File: config.mk
export PLATFORM = sky130hd
export DESIGN_NAME = meter_cmd
export DESIGN_NICKNAME = d
export VERILOG_FILES = /design/src/logic/meter_cmd_pkg.sv /design/src/logic/meter_cmd.sv
export VERILOG_INCLUDE_DIRS = /design/src /design/src/logic
export SDC_FILE = /design/constraint.sdc
export NUM_CORES = 1
export LEC_CHECK = 0
export BUFFER_PORTS_ARGS = -buffer_cell sky130_fd_sc_hd__buf_2
export CORE_MARGIN = 8
export CORE_UTILIZATION = 45
export DETAILED_ROUTE_END_ITERATION = 8
export PLACE_DENSITY = 0.76
export SLEW_MARGIN = 20
export SYNTH_ARGS = -nofsm -noshare
export SYNTH_HDL_FRONTEND = slang
export SYNTH_SLANG_ARGS = --single-unit
File: constraint.sdc
create_clock -name hclk -period 3.9 [get_ports hclk]
set_input_delay 0.195 -clock hclk [delete_from_list [all_inputs] [get_ports hclk]]
set_output_delay 0.195 -clock hclk [all_outputs]
set_load 0.02 [all_outputs]
File: src/logic/meter_cmd_params.svh
// Constants of the reading, trigger and fetch command logic.
// Assumes inclusion by the bench and the top module; definitions only.
//
// Behaviour
// - Function name quoted by single or double quotes
// - Offset compensation on non-four-wire channel: error +700
// - Unlisted ohms options apply once four-wire selected
// - External junction needs thermistor or RTD channel
// - Simulated junction value uses present units
// - Any coefficient write selects user RTD type
// - Gate time lights slow, medium, fast or none
// - Unit codes C, CELSIUS_CODE, F, FAHRENHEIT_CODE, K decoded
// - Initiate in one-shot runs sample count measurements
// - Initiate while measuring ignored, error -213
// - Latest and fresh queries never trigger measurements
// - Fresh reading returned once, else error -230
// - Fetch returns latest; multiple readings buffered
// - Sample count above one only when not rearming
// - Read query is initiate then fetch
// - Stored buffer locks multi-sample initiate and read, -225
// - Fetch without reading errors -230, never triggers
// - Reading invalidated by trigger, range or function
// - Reset disables rearm, preset enables it
// - Read with bus or external trigger: deadlock
`ifndef METER_CMD_PARAMS_SVH
`define METER_CMD_PARAMS_SVH

// ==========================================================
// Register byte offsets (low eight address bits)
`define ADDR_CMD 8'h00
`define ADDR_STATUS 8'h04
`define ADDR_ERROR 8'h08
`define ADDR_READING 8'h0c
`define ADDR_BUF_HI 3'h1
`define BUF_DEPTH 8

// ==========================================================
// Command word fields
`define OP_MSB 31
`define OP_LSB 24
`define QUOTE_MSB 23
`define QUOTE_LSB 16
`define SLOT_MSB 11
`define SLOT_LSB 9
`define CLIST_BIT 8

// ==========================================================
// Error codes, 16-bit two's complement
`define ERR_NONE 16'h0000
`define ERR_SCANFUNC 16'h02bc
`define ERR_CONFLICT 16'hff23
`define ERR_INIT_IGN 16'hff2b
`define ERR_DEADLOCK 16'hff2a
`define ERR_MEMORY 16'hff1f
`define ERR_STALE 16'hff1a
`define ERR_SYNTAX 16'hff9a

// ==========================================================
// Decode constants and reset values
`define QUOTE_SINGLE 8'h27
`define QUOTE_DOUBLE 8'h22
`define UNIT_C 24'h000043
`define UNIT_CEL 24'h43454c
`define UNIT_F 24'h000046
`define UNIT_FAR 24'h464152
`define UNIT_K 24'h00004b
`define APER_SLOW_MS 16'h03e8
`define APER_MED_MS 16'h0064
`define APER_FAST_MS 16'h000a
`define APER_RST_MS 16'h03e8
`define FUNC_COUNT 4'hc
`define SLOT_COUNT 3'h5
`define RST_SAMPLES 8'h01

`endif

File: src/logic/meter_cmd_pkg.sv
// Types shared by the command logic: opcodes, functions and modes.
// Assumes the params header is on the include path.
package meter_cmd_pkg;
	// Command opcodes, value is the position in this list
	typedef enum logic [7:0] {OP_NOP, OP_FUNC, OP_OFFSET_COMPENSATION, OP_LVOHM, OP_JSRC, OP_JSIM,
		OP_RTDCOEF, OP_APER, OP_UNIT, OP_CONT, OP_SAMPLE, OP_TRIGSRC, OP_INIT,
		OP_LATEST, OP_FRESH, OP_FETCH, OP_READ, OP_RESET, OP_PRESET, OP_RANGE,
		OP_STORE} cmd_t;
	// Measurement functions
	typedef enum logic [3:0] {FN_DCV, FN_ACV, FN_DCI, FN_ACI, FN_OHM2, FN_OHM4,
		FN_FREQ, FN_PER, FN_TEMP_TC, FN_TEMP_THERM, FN_TEMP_RTD4, FN_CONT} func_t;
	typedef enum logic [1:0] {U_CEL, U_FAR, U_KEL} unit_t;
	typedef enum logic [1:0] {TS_IMM, TS_BUS, TS_EXT} trig_t;
	typedef enum logic [1:0] {JS_SIM, JS_INT, JS_EXT} jsrc_t;
	typedef enum logic {ST_IDLE, ST_MEAS} state_t;
endpackage
File: src/logic/meter_cmd.sv
// Command interpreter for measurement setup, triggering and reading retrieval.
// Assumes an AHB-Lite master as sole master and a measurement engine on hclk.
//
// The AHB-Lite slave port and the register offsets were decided locally.
`timescale 1ns/1ps
`include "meter_cmd_params.svh"

module meter_cmd (
	input wire logic hclk,
	input wire logic hresetn,
	input wire logic hsel,
	input wire logic [31:0] haddr,
	input wire logic [1:0] htrans,
	input wire logic hwrite,
	input wire logic [2:0] hsize,
	input wire logic [31:0] hwdata,
	input wire logic hready,
	output logic hreadyout,
	output logic hresp,
	output logic [31:0] hrdata,
	input wire logic meas_done,
	input wire logic [31:0] meas_value,
	output logic meas_start,
	output logic reading_available_bit,
	output logic auto_rearm,
	output meter_cmd_pkg::func_t cur_func,
	output logic offset_compensation,
	output logic low_voltage_ohms,
	output meter_cmd_pkg::unit_t temp_unit,
	output meter_cmd_pkg::jsrc_t junction_source_select,
	output logic [15:0] sim_ref_value,
	output meter_cmd_pkg::unit_t sim_ref_unit,
	output logic rtd_user,
	output logic rate_slow,
	output logic rate_medium,
	output logic rate_fast
);
	import meter_cmd_pkg::*;

	// ==========================================================
	// Bus slave
	logic a_sel; // Data phase pending
	logic a_wr; // Pending phase is a write
	logic [7:0] a_addr; // Pending phase address
	wire addr_ok = hsel & htrans[1] & hready;
	wire wr_en = a_sel & a_wr;
	wire cmd_wr = wr_en & (a_addr == `ADDR_CMD);
	wire err_wr = wr_en & (a_addr == `ADDR_ERROR);
	wire rd_reading = addr_ok & ~hwrite & (haddr[7:0] == `ADDR_READING);

	// Address phase capture; the slave never stalls
	always_ff @(posedge hclk or negedge hresetn) begin
		if (!hresetn) begin
			a_sel <= 1'b0;
			a_wr <= 1'b0;
			a_addr <= 8'h00;
			hreadyout <= 1'b0;
			hresp <= 1'b0;
		end else begin
			a_sel <= addr_ok;
			a_wr <= hwrite;
			a_addr <= haddr[7:0];
			hreadyout <= 1'b1;
			hresp <= 1'b0;
		end
	end

	// ==========================================================
	// State
	state_t state; // Measuring or idle
	logic [7:0] samples; // Sample count
	logic [7:0] remaining; // Samples left in this initiation
	trig_t trig_src; // Trigger source
	logic store_lock; // Buffer holds stored readings
	logic valid; // Latest reading usable by fetch
	logic fresh; // Latest reading not yet returned as fresh
	logic [31:0] latest; // Last reading
	logic [31:0] answer; // Query answer word
	logic answer_ready; // Answer waiting to be read
	logic read_pending; // Read query awaits its completion
	logic err_flag; // Error raised since last clear
	logic [15:0] err_code; // Last error code
	logic [3:0] buf_count; // Readings in buffer
	logic [31:0] buffer [0:`BUF_DEPTH-1]; // Multi-sample readings
	func_t chan_func [0:4]; // Function per slot first channel
	logic [4:0] chan_offset_compensation; // Offset compensation per channel
	logic offset_compensation_set; // Unlisted offset compensation
	logic lvohm_set; // Unlisted low-voltage ohms
	logic [15:0] aper_ms; // Gate time in ms
	logic [15:0] rtd_coef [0:3]; // User RTD coefficients

	// ==========================================================
	// Command decode
	wire cmd_t op = cmd_t'(hwdata[`OP_MSB:`OP_LSB]);
	wire [23:0] arg = hwdata[23:0];
	wire [2:0] slot = hwdata[`SLOT_MSB:`SLOT_LSB];
	wire clist = hwdata[`CLIST_BIT];
	wire slot_ok = slot < `SLOT_COUNT;
	wire func_t slot_fn = slot_ok ? chan_func[slot] : FN_DCV;
	wire [7:0] quote = hwdata[`QUOTE_MSB:`QUOTE_LSB];
	wire quote_ok = (quote == `QUOTE_SINGLE) | (quote == `QUOTE_DOUBLE);
	wire idle = state == ST_IDLE;
	wire multi_lock = store_lock & (samples > 8'h01);
	logic c_err; // Command refused
	logic [15:0] c_code; // Code for refused command
	logic c_start; // Command starts an initiation
	logic c_pend; // Command waits for completion
	logic c_ans; // Command answers at once

	// Checks per opcode; refusals leave settings unchanged
	always_comb begin
		c_err = 1'b0;
		c_code = `ERR_SYNTAX;
		c_start = 1'b0;
		c_pend = 1'b0;
		c_ans = 1'b0;
		unique case (op)
			OP_NOP, OP_RANGE, OP_STORE, OP_RESET, OP_PRESET, OP_JSIM, OP_RTDCOEF,
			OP_APER: begin
				c_err = 1'b0;
			end
			OP_FUNC: begin
				c_err = ~quote_ok | (arg[3:0] >= `FUNC_COUNT) | (clist & ~slot_ok);
			end
			OP_OFFSET_COMPENSATION: begin
				// Scan channel must already be four-wire
				c_err = clist & (~slot_ok | slot_fn != FN_OHM4);
				c_code = `ERR_SCANFUNC;
			end
			OP_LVOHM: begin
				c_err = clist & ~slot_ok;
			end
			OP_JSRC: begin
				c_err = (arg[1:0] > 2'h2) | (arg[1:0] == 2'h2 & (~slot_ok |
					(slot_fn != FN_TEMP_THERM & slot_fn != FN_TEMP_RTD4)));
				c_code = (arg[1:0] > 2'h2) ? `ERR_SYNTAX : `ERR_CONFLICT;
			end
			OP_UNIT: begin
				c_err = ~(arg == `UNIT_C | arg == `UNIT_CEL | arg == `UNIT_F |
					arg == `UNIT_FAR | arg == `UNIT_K);
			end
			OP_CONT: begin
				c_err = arg[0] & (samples > 8'h01);
				c_code = `ERR_CONFLICT;
			end
			OP_SAMPLE: begin
				c_err = (arg[7:0] == 8'h00) | (auto_rearm & arg[7:0] > 8'h01);
				c_code = (arg[7:0] == 8'h00) ? `ERR_SYNTAX : `ERR_CONFLICT;
			end
			OP_TRIGSRC: begin
				c_err = arg[1:0] > 2'h2;
			end
			OP_INIT: begin
				c_err = ~idle | multi_lock;
				c_code = ~idle ? `ERR_INIT_IGN : `ERR_MEMORY;
				c_start = ~c_err;
			end
			OP_LATEST: begin
				c_ans = 1'b1;
			end
			OP_FRESH: begin
				c_err = ~fresh;
				c_code = `ERR_STALE;
				c_ans = fresh;
			end
			OP_FETCH: begin
				c_err = ~valid;
				c_code = `ERR_STALE;
				c_ans = valid;
			end
			OP_READ: begin
				// Busy read still answers at the next completion
				c_err = (trig_src != TS_IMM) | multi_lock | ~idle;
				c_code = (trig_src != TS_IMM) ? `ERR_DEADLOCK :
					multi_lock ? `ERR_MEMORY : `ERR_INIT_IGN;
				c_pend = (trig_src == TS_IMM) & ~multi_lock;
				c_start = c_pend & idle;
			end
			default: begin
				c_err = 1'b1;
			end
		endcase
	end

	wire do_cmd = cmd_wr & ~c_err;
	wire auto_go = auto_rearm & idle & ~(cmd_wr & c_start);
	wire start = (cmd_wr & c_start) | auto_go;
	wire last_done = ~idle & meas_done & (remaining == 8'h01);
	wire invalidate = do_cmd & (op == OP_RANGE | (op == OP_FUNC & ~clist));

	// ==========================================================
	// Trigger state machine
	always_ff @(posedge hclk or negedge hresetn) begin
		if (!hresetn) begin
			state <= ST_IDLE;
			remaining <= 8'h00;
			meas_start <= 1'b0;
		end else begin
			meas_start <= start;
			unique case (state)
				ST_IDLE: begin
					if (start) begin
						state <= ST_MEAS;
						remaining <= samples;
					end
				end
				ST_MEAS: begin
					if (meas_done) begin
						remaining <= remaining - 8'h01;
						if (last_done)
							state <= ST_IDLE;
					end
				end
			endcase
		end
	end

	// Reading store, validity and freshness
	always_ff @(posedge hclk or negedge hresetn) begin
		if (!hresetn) begin
			latest <= 32'h00000000;
			valid <= 1'b0;
			fresh <= 1'b0;
			buf_count <= 4'h0;
		end else begin
			if (~idle & meas_done) begin
				latest <= meas_value;
				valid <= 1'b1;
				fresh <= 1'b1;
				if (samples > 8'h01 && buf_count < `BUF_DEPTH)
					buf_count <= buf_count + 4'h1;
			end else begin
				if (start | invalidate)
					valid <= 1'b0;
				if (start)
					buf_count <= 4'h0;
				if (do_cmd & op == OP_FRESH)
					fresh <= 1'b0;
			end
		end
	end

	// Buffer words, written at the running count
	always_ff @(posedge hclk) begin
		if (~idle & meas_done & samples > 8'h01 & buf_count < `BUF_DEPTH)
			buffer[buf_count[2:0]] <= meas_value;
	end

	// Answers and errors; a new event beats a clear in the same cycle
	always_ff @(posedge hclk or negedge hresetn) begin
		if (!hresetn) begin
			answer <= 32'h00000000;
			answer_ready <= 1'b0;
			read_pending <= 1'b0;
			err_flag <= 1'b0;
			err_code <= `ERR_NONE;
		end else begin
			if (do_cmd & c_ans) begin
				answer <= latest;
				answer_ready <= 1'b1;
			end else if (read_pending & ~idle & meas_done) begin
				answer <= meas_value;
				answer_ready <= 1'b1;
			end else if (rd_reading) begin
				answer_ready <= 1'b0;
			end
			if (cmd_wr & c_pend)
				read_pending <= 1'b1;
			else if (~idle & meas_done)
				read_pending <= 1'b0;
			if (cmd_wr & c_err) begin
				err_flag <= 1'b1;
				err_code <= c_code;
			end else if (err_wr) begin
				err_flag <= 1'b0;
			end
		end
	end

	// ==========================================================
	// Configuration settings
	always_ff @(posedge hclk or negedge hresetn) begin
		if (!hresetn) begin
			auto_rearm <= 1'b0;
			samples <= `RST_SAMPLES;
			trig_src <= TS_IMM;
			store_lock <= 1'b0;
			cur_func <= FN_DCV;
			temp_unit <= U_CEL;
			aper_ms <= `APER_RST_MS;
			offset_compensation_set <= 1'b0;
			lvohm_set <= 1'b0;
		end else if (do_cmd) begin
			unique case (op)
				OP_RESET: begin
					auto_rearm <= 1'b0;
					samples <= `RST_SAMPLES;
					trig_src <= TS_IMM;
				end
				OP_PRESET: begin
					auto_rearm <= 1'b1;
					samples <= `RST_SAMPLES;
					trig_src <= TS_IMM;
				end
				OP_CONT: auto_rearm <= arg[0];
				OP_SAMPLE: samples <= arg[7:0];
				OP_TRIGSRC: trig_src <= trig_t'(arg[1:0]);
				OP_STORE: store_lock <= arg[0];
				OP_FUNC: begin
					if (!clist)
						cur_func <= func_t'(arg[3:0]);
				end
				// Whole code compared: CELSIUS_CODE and FAHRENHEIT_CODE begin with the letters of C and F
				OP_UNIT: temp_unit <= (arg == `UNIT_C || arg == `UNIT_CEL) ? U_CEL :
					(arg == `UNIT_K) ? U_KEL : U_FAR;
				OP_APER: aper_ms <= arg[15:0];
				OP_OFFSET_COMPENSATION: begin
					if (!clist)
						offset_compensation_set <= arg[0];
				end
				OP_LVOHM: begin
					if (!clist)
						lvohm_set <= arg[0];
				end
				default: begin
				end
			endcase
		end
	end

	// Per-channel table and temperature settings
	always_ff @(posedge hclk or negedge hresetn) begin
		if (!hresetn) begin
			for (int i = 0; i < 5; i++)
				chan_func[i] <= FN_DCV;
			chan_offset_compensation <= 5'h00;
			junction_source_select <= JS_SIM;
			sim_ref_value <= 16'h0000;
			sim_ref_unit <= U_CEL;
			rtd_user <= 1'b0;
			for (int i = 0; i < 4; i++)
				rtd_coef[i] <= 16'h0000;
		end else if (do_cmd) begin
			if (op == OP_FUNC && clist)
				chan_func[slot] <= func_t'(arg[3:0]);
			if (op == OP_OFFSET_COMPENSATION && clist)
				chan_offset_compensation[slot] <= arg[0];
			if (op == OP_JSRC)
				junction_source_select <= jsrc_t'(arg[1:0]);
			if (op == OP_JSIM) begin
				sim_ref_value <= arg[15:0];
				sim_ref_unit <= temp_unit;
			end
			if (op == OP_RTDCOEF) begin
				rtd_coef[arg[17:16]] <= arg[15:0];
				rtd_user <= 1'b1;
			end
		end
	end

	// ==========================================================
	// Registered indicator outputs
	always_ff @(posedge hclk or negedge hresetn) begin
		if (!hresetn) begin
			rate_slow <= 1'b0;
			rate_medium <= 1'b0;
			rate_fast <= 1'b0;
			offset_compensation <= 1'b0;
			low_voltage_ohms <= 1'b0;
			reading_available_bit <= 1'b0;
		end else begin
			rate_slow <= aper_ms == `APER_SLOW_MS;
			rate_medium <= aper_ms == `APER_MED_MS;
			rate_fast <= aper_ms == `APER_FAST_MS;
			offset_compensation <= offset_compensation_set & (cur_func == FN_OHM4);
			low_voltage_ohms <= lvohm_set & (cur_func == FN_OHM4);
			reading_available_bit <= valid;
		end
	end

	// ==========================================================
	// Read data, registered at the end of the address phase
	wire [31:0] status_word = {4'h0, buf_count, samples, 6'h00, chan_offset_compensation[0], store_lock,
		answer_ready, fresh, err_flag, valid, 2'h0, auto_rearm, ~idle};
	wire [31:0] rd_mux = (haddr[7:0] == `ADDR_STATUS) ? status_word :
		(haddr[7:0] == `ADDR_ERROR) ? {16'h0000, err_code} :
		(haddr[7:0] == `ADDR_READING) ? answer :
		(haddr[7:5] == `ADDR_BUF_HI) ? buffer[haddr[4:2]] : 32'h00000000;

	always_ff @(posedge hclk or negedge hresetn) begin
		if (!hresetn)
			hrdata <= 32'h00000000;
		else if (addr_ok & ~hwrite)
			hrdata <= rd_mux;
	end

	// ==========================================================
	// Checks
	property p_init_busy;
		@(posedge hclk) disable iff (!hresetn)
		cmd_wr & op == OP_INIT & ~idle |=> err_flag & err_code == `ERR_INIT_IGN & ~meas_start;
	endproperty
	a_init_busy: assert property (p_init_busy) else $error("busy init not refused");
	property p_fresh_once;
		@(posedge hclk) disable iff (!hresetn)
		do_cmd & op == OP_FRESH & ~meas_done |=> ~fresh;
	endproperty
	a_fresh_once: assert property (p_fresh_once) else $error("fresh reread allowed");
	property p_fetch_none;
		@(posedge hclk) disable iff (!hresetn)
		cmd_wr & op == OP_FETCH & ~valid & idle & ~auto_rearm |=>
			err_code == `ERR_STALE & ~meas_start & $stable(answer);
	endproperty
	a_fetch_none: assert property (p_fetch_none) else $error("fetch without reading");
	property p_deadlock;
		@(posedge hclk) disable iff (!hresetn)
		cmd_wr & op == OP_READ & trig_src != TS_IMM & ~auto_rearm |=>
			err_code == `ERR_DEADLOCK & ~meas_start;
	endproperty
	a_deadlock: assert property (p_deadlock) else $error("read deadlock missed");
	property p_locked;
		@(posedge hclk) disable iff (!hresetn)
		cmd_wr & op == OP_INIT & idle & multi_lock |=> err_code == `ERR_MEMORY;
	endproperty
	a_locked: assert property (p_locked) else $error("locked init accepted");
	property p_no_trigger;
		@(posedge hclk) disable iff (!hresetn)
		cmd_wr & (op == OP_LATEST | op == OP_FRESH) & ~auto_rearm & idle |=> ~meas_start;
	endproperty
	a_no_trigger: assert property (p_no_trigger) else $error("query triggered");
	property p_rate;
		@(posedge hclk) disable iff (!hresetn)
		do_cmd & op == OP_APER & arg[15:0] == `APER_MED_MS |=> ##1
			rate_medium & ~rate_slow & ~rate_fast;
	endproperty
	a_rate: assert property (p_rate) else $error("rate indicator wrong");
	property p_rearm;
		@(posedge hclk) disable iff (!hresetn)
		do_cmd & (op == OP_RESET | op == OP_PRESET) |=> auto_rearm == $past(op == OP_PRESET);
	endproperty
	a_rearm: assert property (p_rearm) else $error("rearm mode wrong");
	property p_scan_offset_compensation;
		@(posedge hclk) disable iff (!hresetn)
		cmd_wr & op == OP_OFFSET_COMPENSATION & clist & slot_fn != FN_OHM4 |=> err_code == `ERR_SCANFUNC;
	endproperty
	a_scan_offset_compensation: assert property (p_scan_offset_compensation) else $error("offset_compensation scan check");
	property p_rtd;
		@(posedge hclk) disable iff (!hresetn)
		cmd_wr & op == OP_RTDCOEF |=> rtd_user;
	endproperty
	a_rtd: assert property (p_rtd) else $error("user rtd not selected");
endmodule

==> results.py <==
metrics = {
    "status": {
        "outcome": "complete, no violations",
    },
    "global_routing": {
        "grtUsageMet3": 0.0405,
        "use_met1": 0.266,
        "grt_max_degree": 102,
        "grt_pass1_vias": 12900,
        "grt_use_total": 0.194,
        "met2_usage": 0.308,
        "grt_pass1_wl_mm": 76.6,
        "grt_overflow_total": 0,
        "antenna_found_initial": 6,
        "grt-busiest-layer": "met2",
    },
    "floorplan": {
        "die_y_um": 227,
        "dieArea_um2": 51400,
        "start_util": 0.453,
        "ios": 176,
        "core.rowCount": 77,
        "core-area_um2": 44000,
        "die_w_um": 227,
    },
    "sta": {
        "max_freq_mhz": 298,
        "fin_skew_ps": 21.5,
        "period_minus_slack_ps": 3360,
        "hold_violations": 0,
        "fin_crit_sh": 0.861,
        "slew_headroom": 0.327,
        "finalMaxSlewViolations": 0,
        "finalSetupViolCount": 0,
        "timing.setup.tns_ps": 0,
        "worst_pin_slew_ps": 1010,
        "rsz0062_at_grt": "no",
    },
    "synthesis": {
        "synth_ff_type": "edfxtp_1",
        "synth.area.top_cells": "edfxtp_1, dfrtp_1, mux4_2, mux2_2, mux2i_1",
        "synth-edff-count": 256,
        "yosys_register_bits": 474,
        "yosysUniqueCellTypes": 77,
        "yosysSeqAreaShare": 0.659,
        "synth_warnings": 0,
        "synthSimpleGateAreaFrac": 0.0809,
        "netlist_area_um2": 20000,
        "synth_compound_area_frac": 0.0642,
        "synth.avg_cell_area_um2": 15.0,
        "synth_fa_ha_area_frac": 0.00188,
        "syn_nets": 1441,
        "synth_top_area_frac": 0.385,
        "async_flop_share": 0.460,
        "synthXorXnorAreaFrac": 0.000877,
        "synthMuxAreaShare": 0.174,
        "synth_top_area_cell": "edfxtp_1",
        "synth_top_family_by_area": "multiplexers",
        "syn_inst": 1331,
    },
    "detailed_routing": {
        "drt_iter0_drc": 1249,
        "drt-total-wl_mm": 50.0,
        "wire_per_inst_um": 23.1,
        "drc_errors": 0,
        "via_per_inst": 5.81,
        "dr.pass1.iters": 5,
        "vias": 12600,
        "drt.antenna.violating_nets": 0,
    },
    "clock_tree": {
        "numCtsBuffers": 48,
        "clkLatencyLatePin_ps": 590,
        "cts_max_path_buffers": 3,
        "root_buffer": "clkbuf_16",
        "cts_resized": 0,
        "cts_sinks": 474,
        "htree_levels": 2,
        "ctsHoldBuffers": 47,
        "cts_setup_buffers": 0,
        "cts_tree": "done",
        "clkTransAtPathRegs_ps": 60,
    },
    "final_layout": {
        "fin_nets": 1638,
        "fillers": 3579,
        "fin_cells": 2162,
        "drive_above_1_share": 0.302,
        "syn2layout_area_growth_pct": 18.0,
        "multi_input_area_um2": 6510,
        "mostFrequentLayoutCell": "edfxtp_1",
        "seq_area_um2": 13200,
        "final_cell_mix": "edfxtp_1, dfrtp_1, buf_2, mux2_2, nand2_1",
        "final_util": 0.535,
    },
    "pwr": {
        "powerDensity_nw_per_um2": 446,
        "finalPower_uw": 10500,
        "p_leak_uw": 0.00970,
        "ir_worst_vdd_uv": 340,
    },
    "placed_design": {
        "place_inst": 2023,
        "portBuffers": 146,
        "place_hpwl_mm": 31.0,
        "gp_congestion": 0.911,
    },
    "min_path": {
        "hp-start": "meas_done",
        "hold_path_class": "in -> reg",
    },
    "worst_setup_path": {
        "endpoint_kind": "flop",
        "cp.required_ps": 4360,
        "startpoint_type": "flop",
        "arrival_ps": 3820,
        "startpoint": "samples[3]$_DFFE_PN0P_",
        "path_class": "reg -> reg",
        "r2r-start": "samples[3]$_DFFE_PN0P_",
        "path_max_fanout": 8,
    },
    "run": {
        "drv_cap": 0,
    },
}
[flip-flops by register name, summed over array words and instances, names as in the netlist, 2 cells and up]
register	flops
latest	32
buf_count	4
err_code	8
temp_unit	2
cur_func	4
sim_ref_unit	2
chan_func	20
aper_ms	16
hrdata	32
samples	8
buffer	256
trig_src	2
remaining	8
sim_ref_value	16
a_addr	8
junction_source_select	2
answer	32
[cell type report]
class,instances,area share
clock inverters,23,0.00951
clock buffers,67,0.0566
repair buffers,230,0.0656
well taps,592,0.0315
inverters,11,0.00175
diodes,2,0.000213
flip-flops and latches,474,0.558
multi-input cells,763,0.276
[worst max-delay path, stage by stage, from the launching register on]
cell,delay (ps)
dfrtp_1,500
nor4_1,530
a21boi_0,290
o22ai_1,300
nand4_1,190
or4_4,480
or4_1,680
a32o_1,270
[per-layer routing]
metal	share of wire	wire length [µm]	up-vias
met1	0.42	21200	6372
met2	0.47	23400	522
li1	-	-	5550
met4	0.026	1310	8
met5	0.0011	54	-
met3	0.081	4050	106
[Yosys cell counts (5+ instances only)]
library cell,n
a21oi_1,49
a221oi_1,11
a22o_1,7
a32o_1,6
and2_1,5
and3_1,9
buf_1,11
buf_2,5
clkbuf_1,65
dfrtp_1,211
dfstp_2,7
edfxtp_1,256
inv_1,11
mux2_2,115
mux2i_1,73
mux4_2,64
nand2_1,76
nand2b_1,10
nand3_1,27
nand4_1,20
nor2_1,70
nor2b_1,5
nor3_1,20
nor3b_1,6
nor4_1,18
nor4b_1,5
o21ai_0,59
o22a_1,15
or3_1,5
[report_power, final]
part / internal [µW] / switching [µW] / leakage, µW
clock: 2600 / 1920 / 0.000769
combinational: 231 / 347 / 0.00369
sequential: 5350 / 44.7 / 0.00524
total: 8180 / 2310 / 0.00970
[final timing paths]
path,endpoint,slack [ps],cells after the start
setup / recovery,samples[3]$_DFFE_PN0P_,540,7
hold / removal,fresh$_DFFE_PN0P_,40,3
setup reg to reg,samples[3]$_DFFE_PN0P_,540,7
hold reg to reg,hrdata[25]$_DFFE_PN0P_,470,2
max in group asynchronous,answer[24]$_DFFE_PN0P_,2650,3
min in group asynchronous,cur_func[3]$_DFFE_PN0P_,250,2
[cells by family (layout without fill, tap and decap cells)]
kind of cell | Yosys count | count (layout)
multiplexers | 253 | 253
buffers and inverters | 94 | 331
other | 2 | 4
flip-flops | 474 | 474
AO/OA/AOI/OAI | 195 | 195
adder cells (fa/ha/maj) | 3 | 3
AND/OR/NAND/NOR | 308 | 308
XOR/XNOR | 2 | 2
[metrics by stage]
stage | hold WS (ps) | setup WS, ps | instance area [µm²]
after detailed placement | 299 | 342 | 21500
after floorplan | -101 | -72.8 | 20000
after global placement | 291 | 470 | 21500
final | 37.4 | 542 | 23500
after global routing | 24.9 | 360 | 23500
after CTS | 3.35 | 361 | 23500
Note: power is estimated with default switching activity, not from simulation.
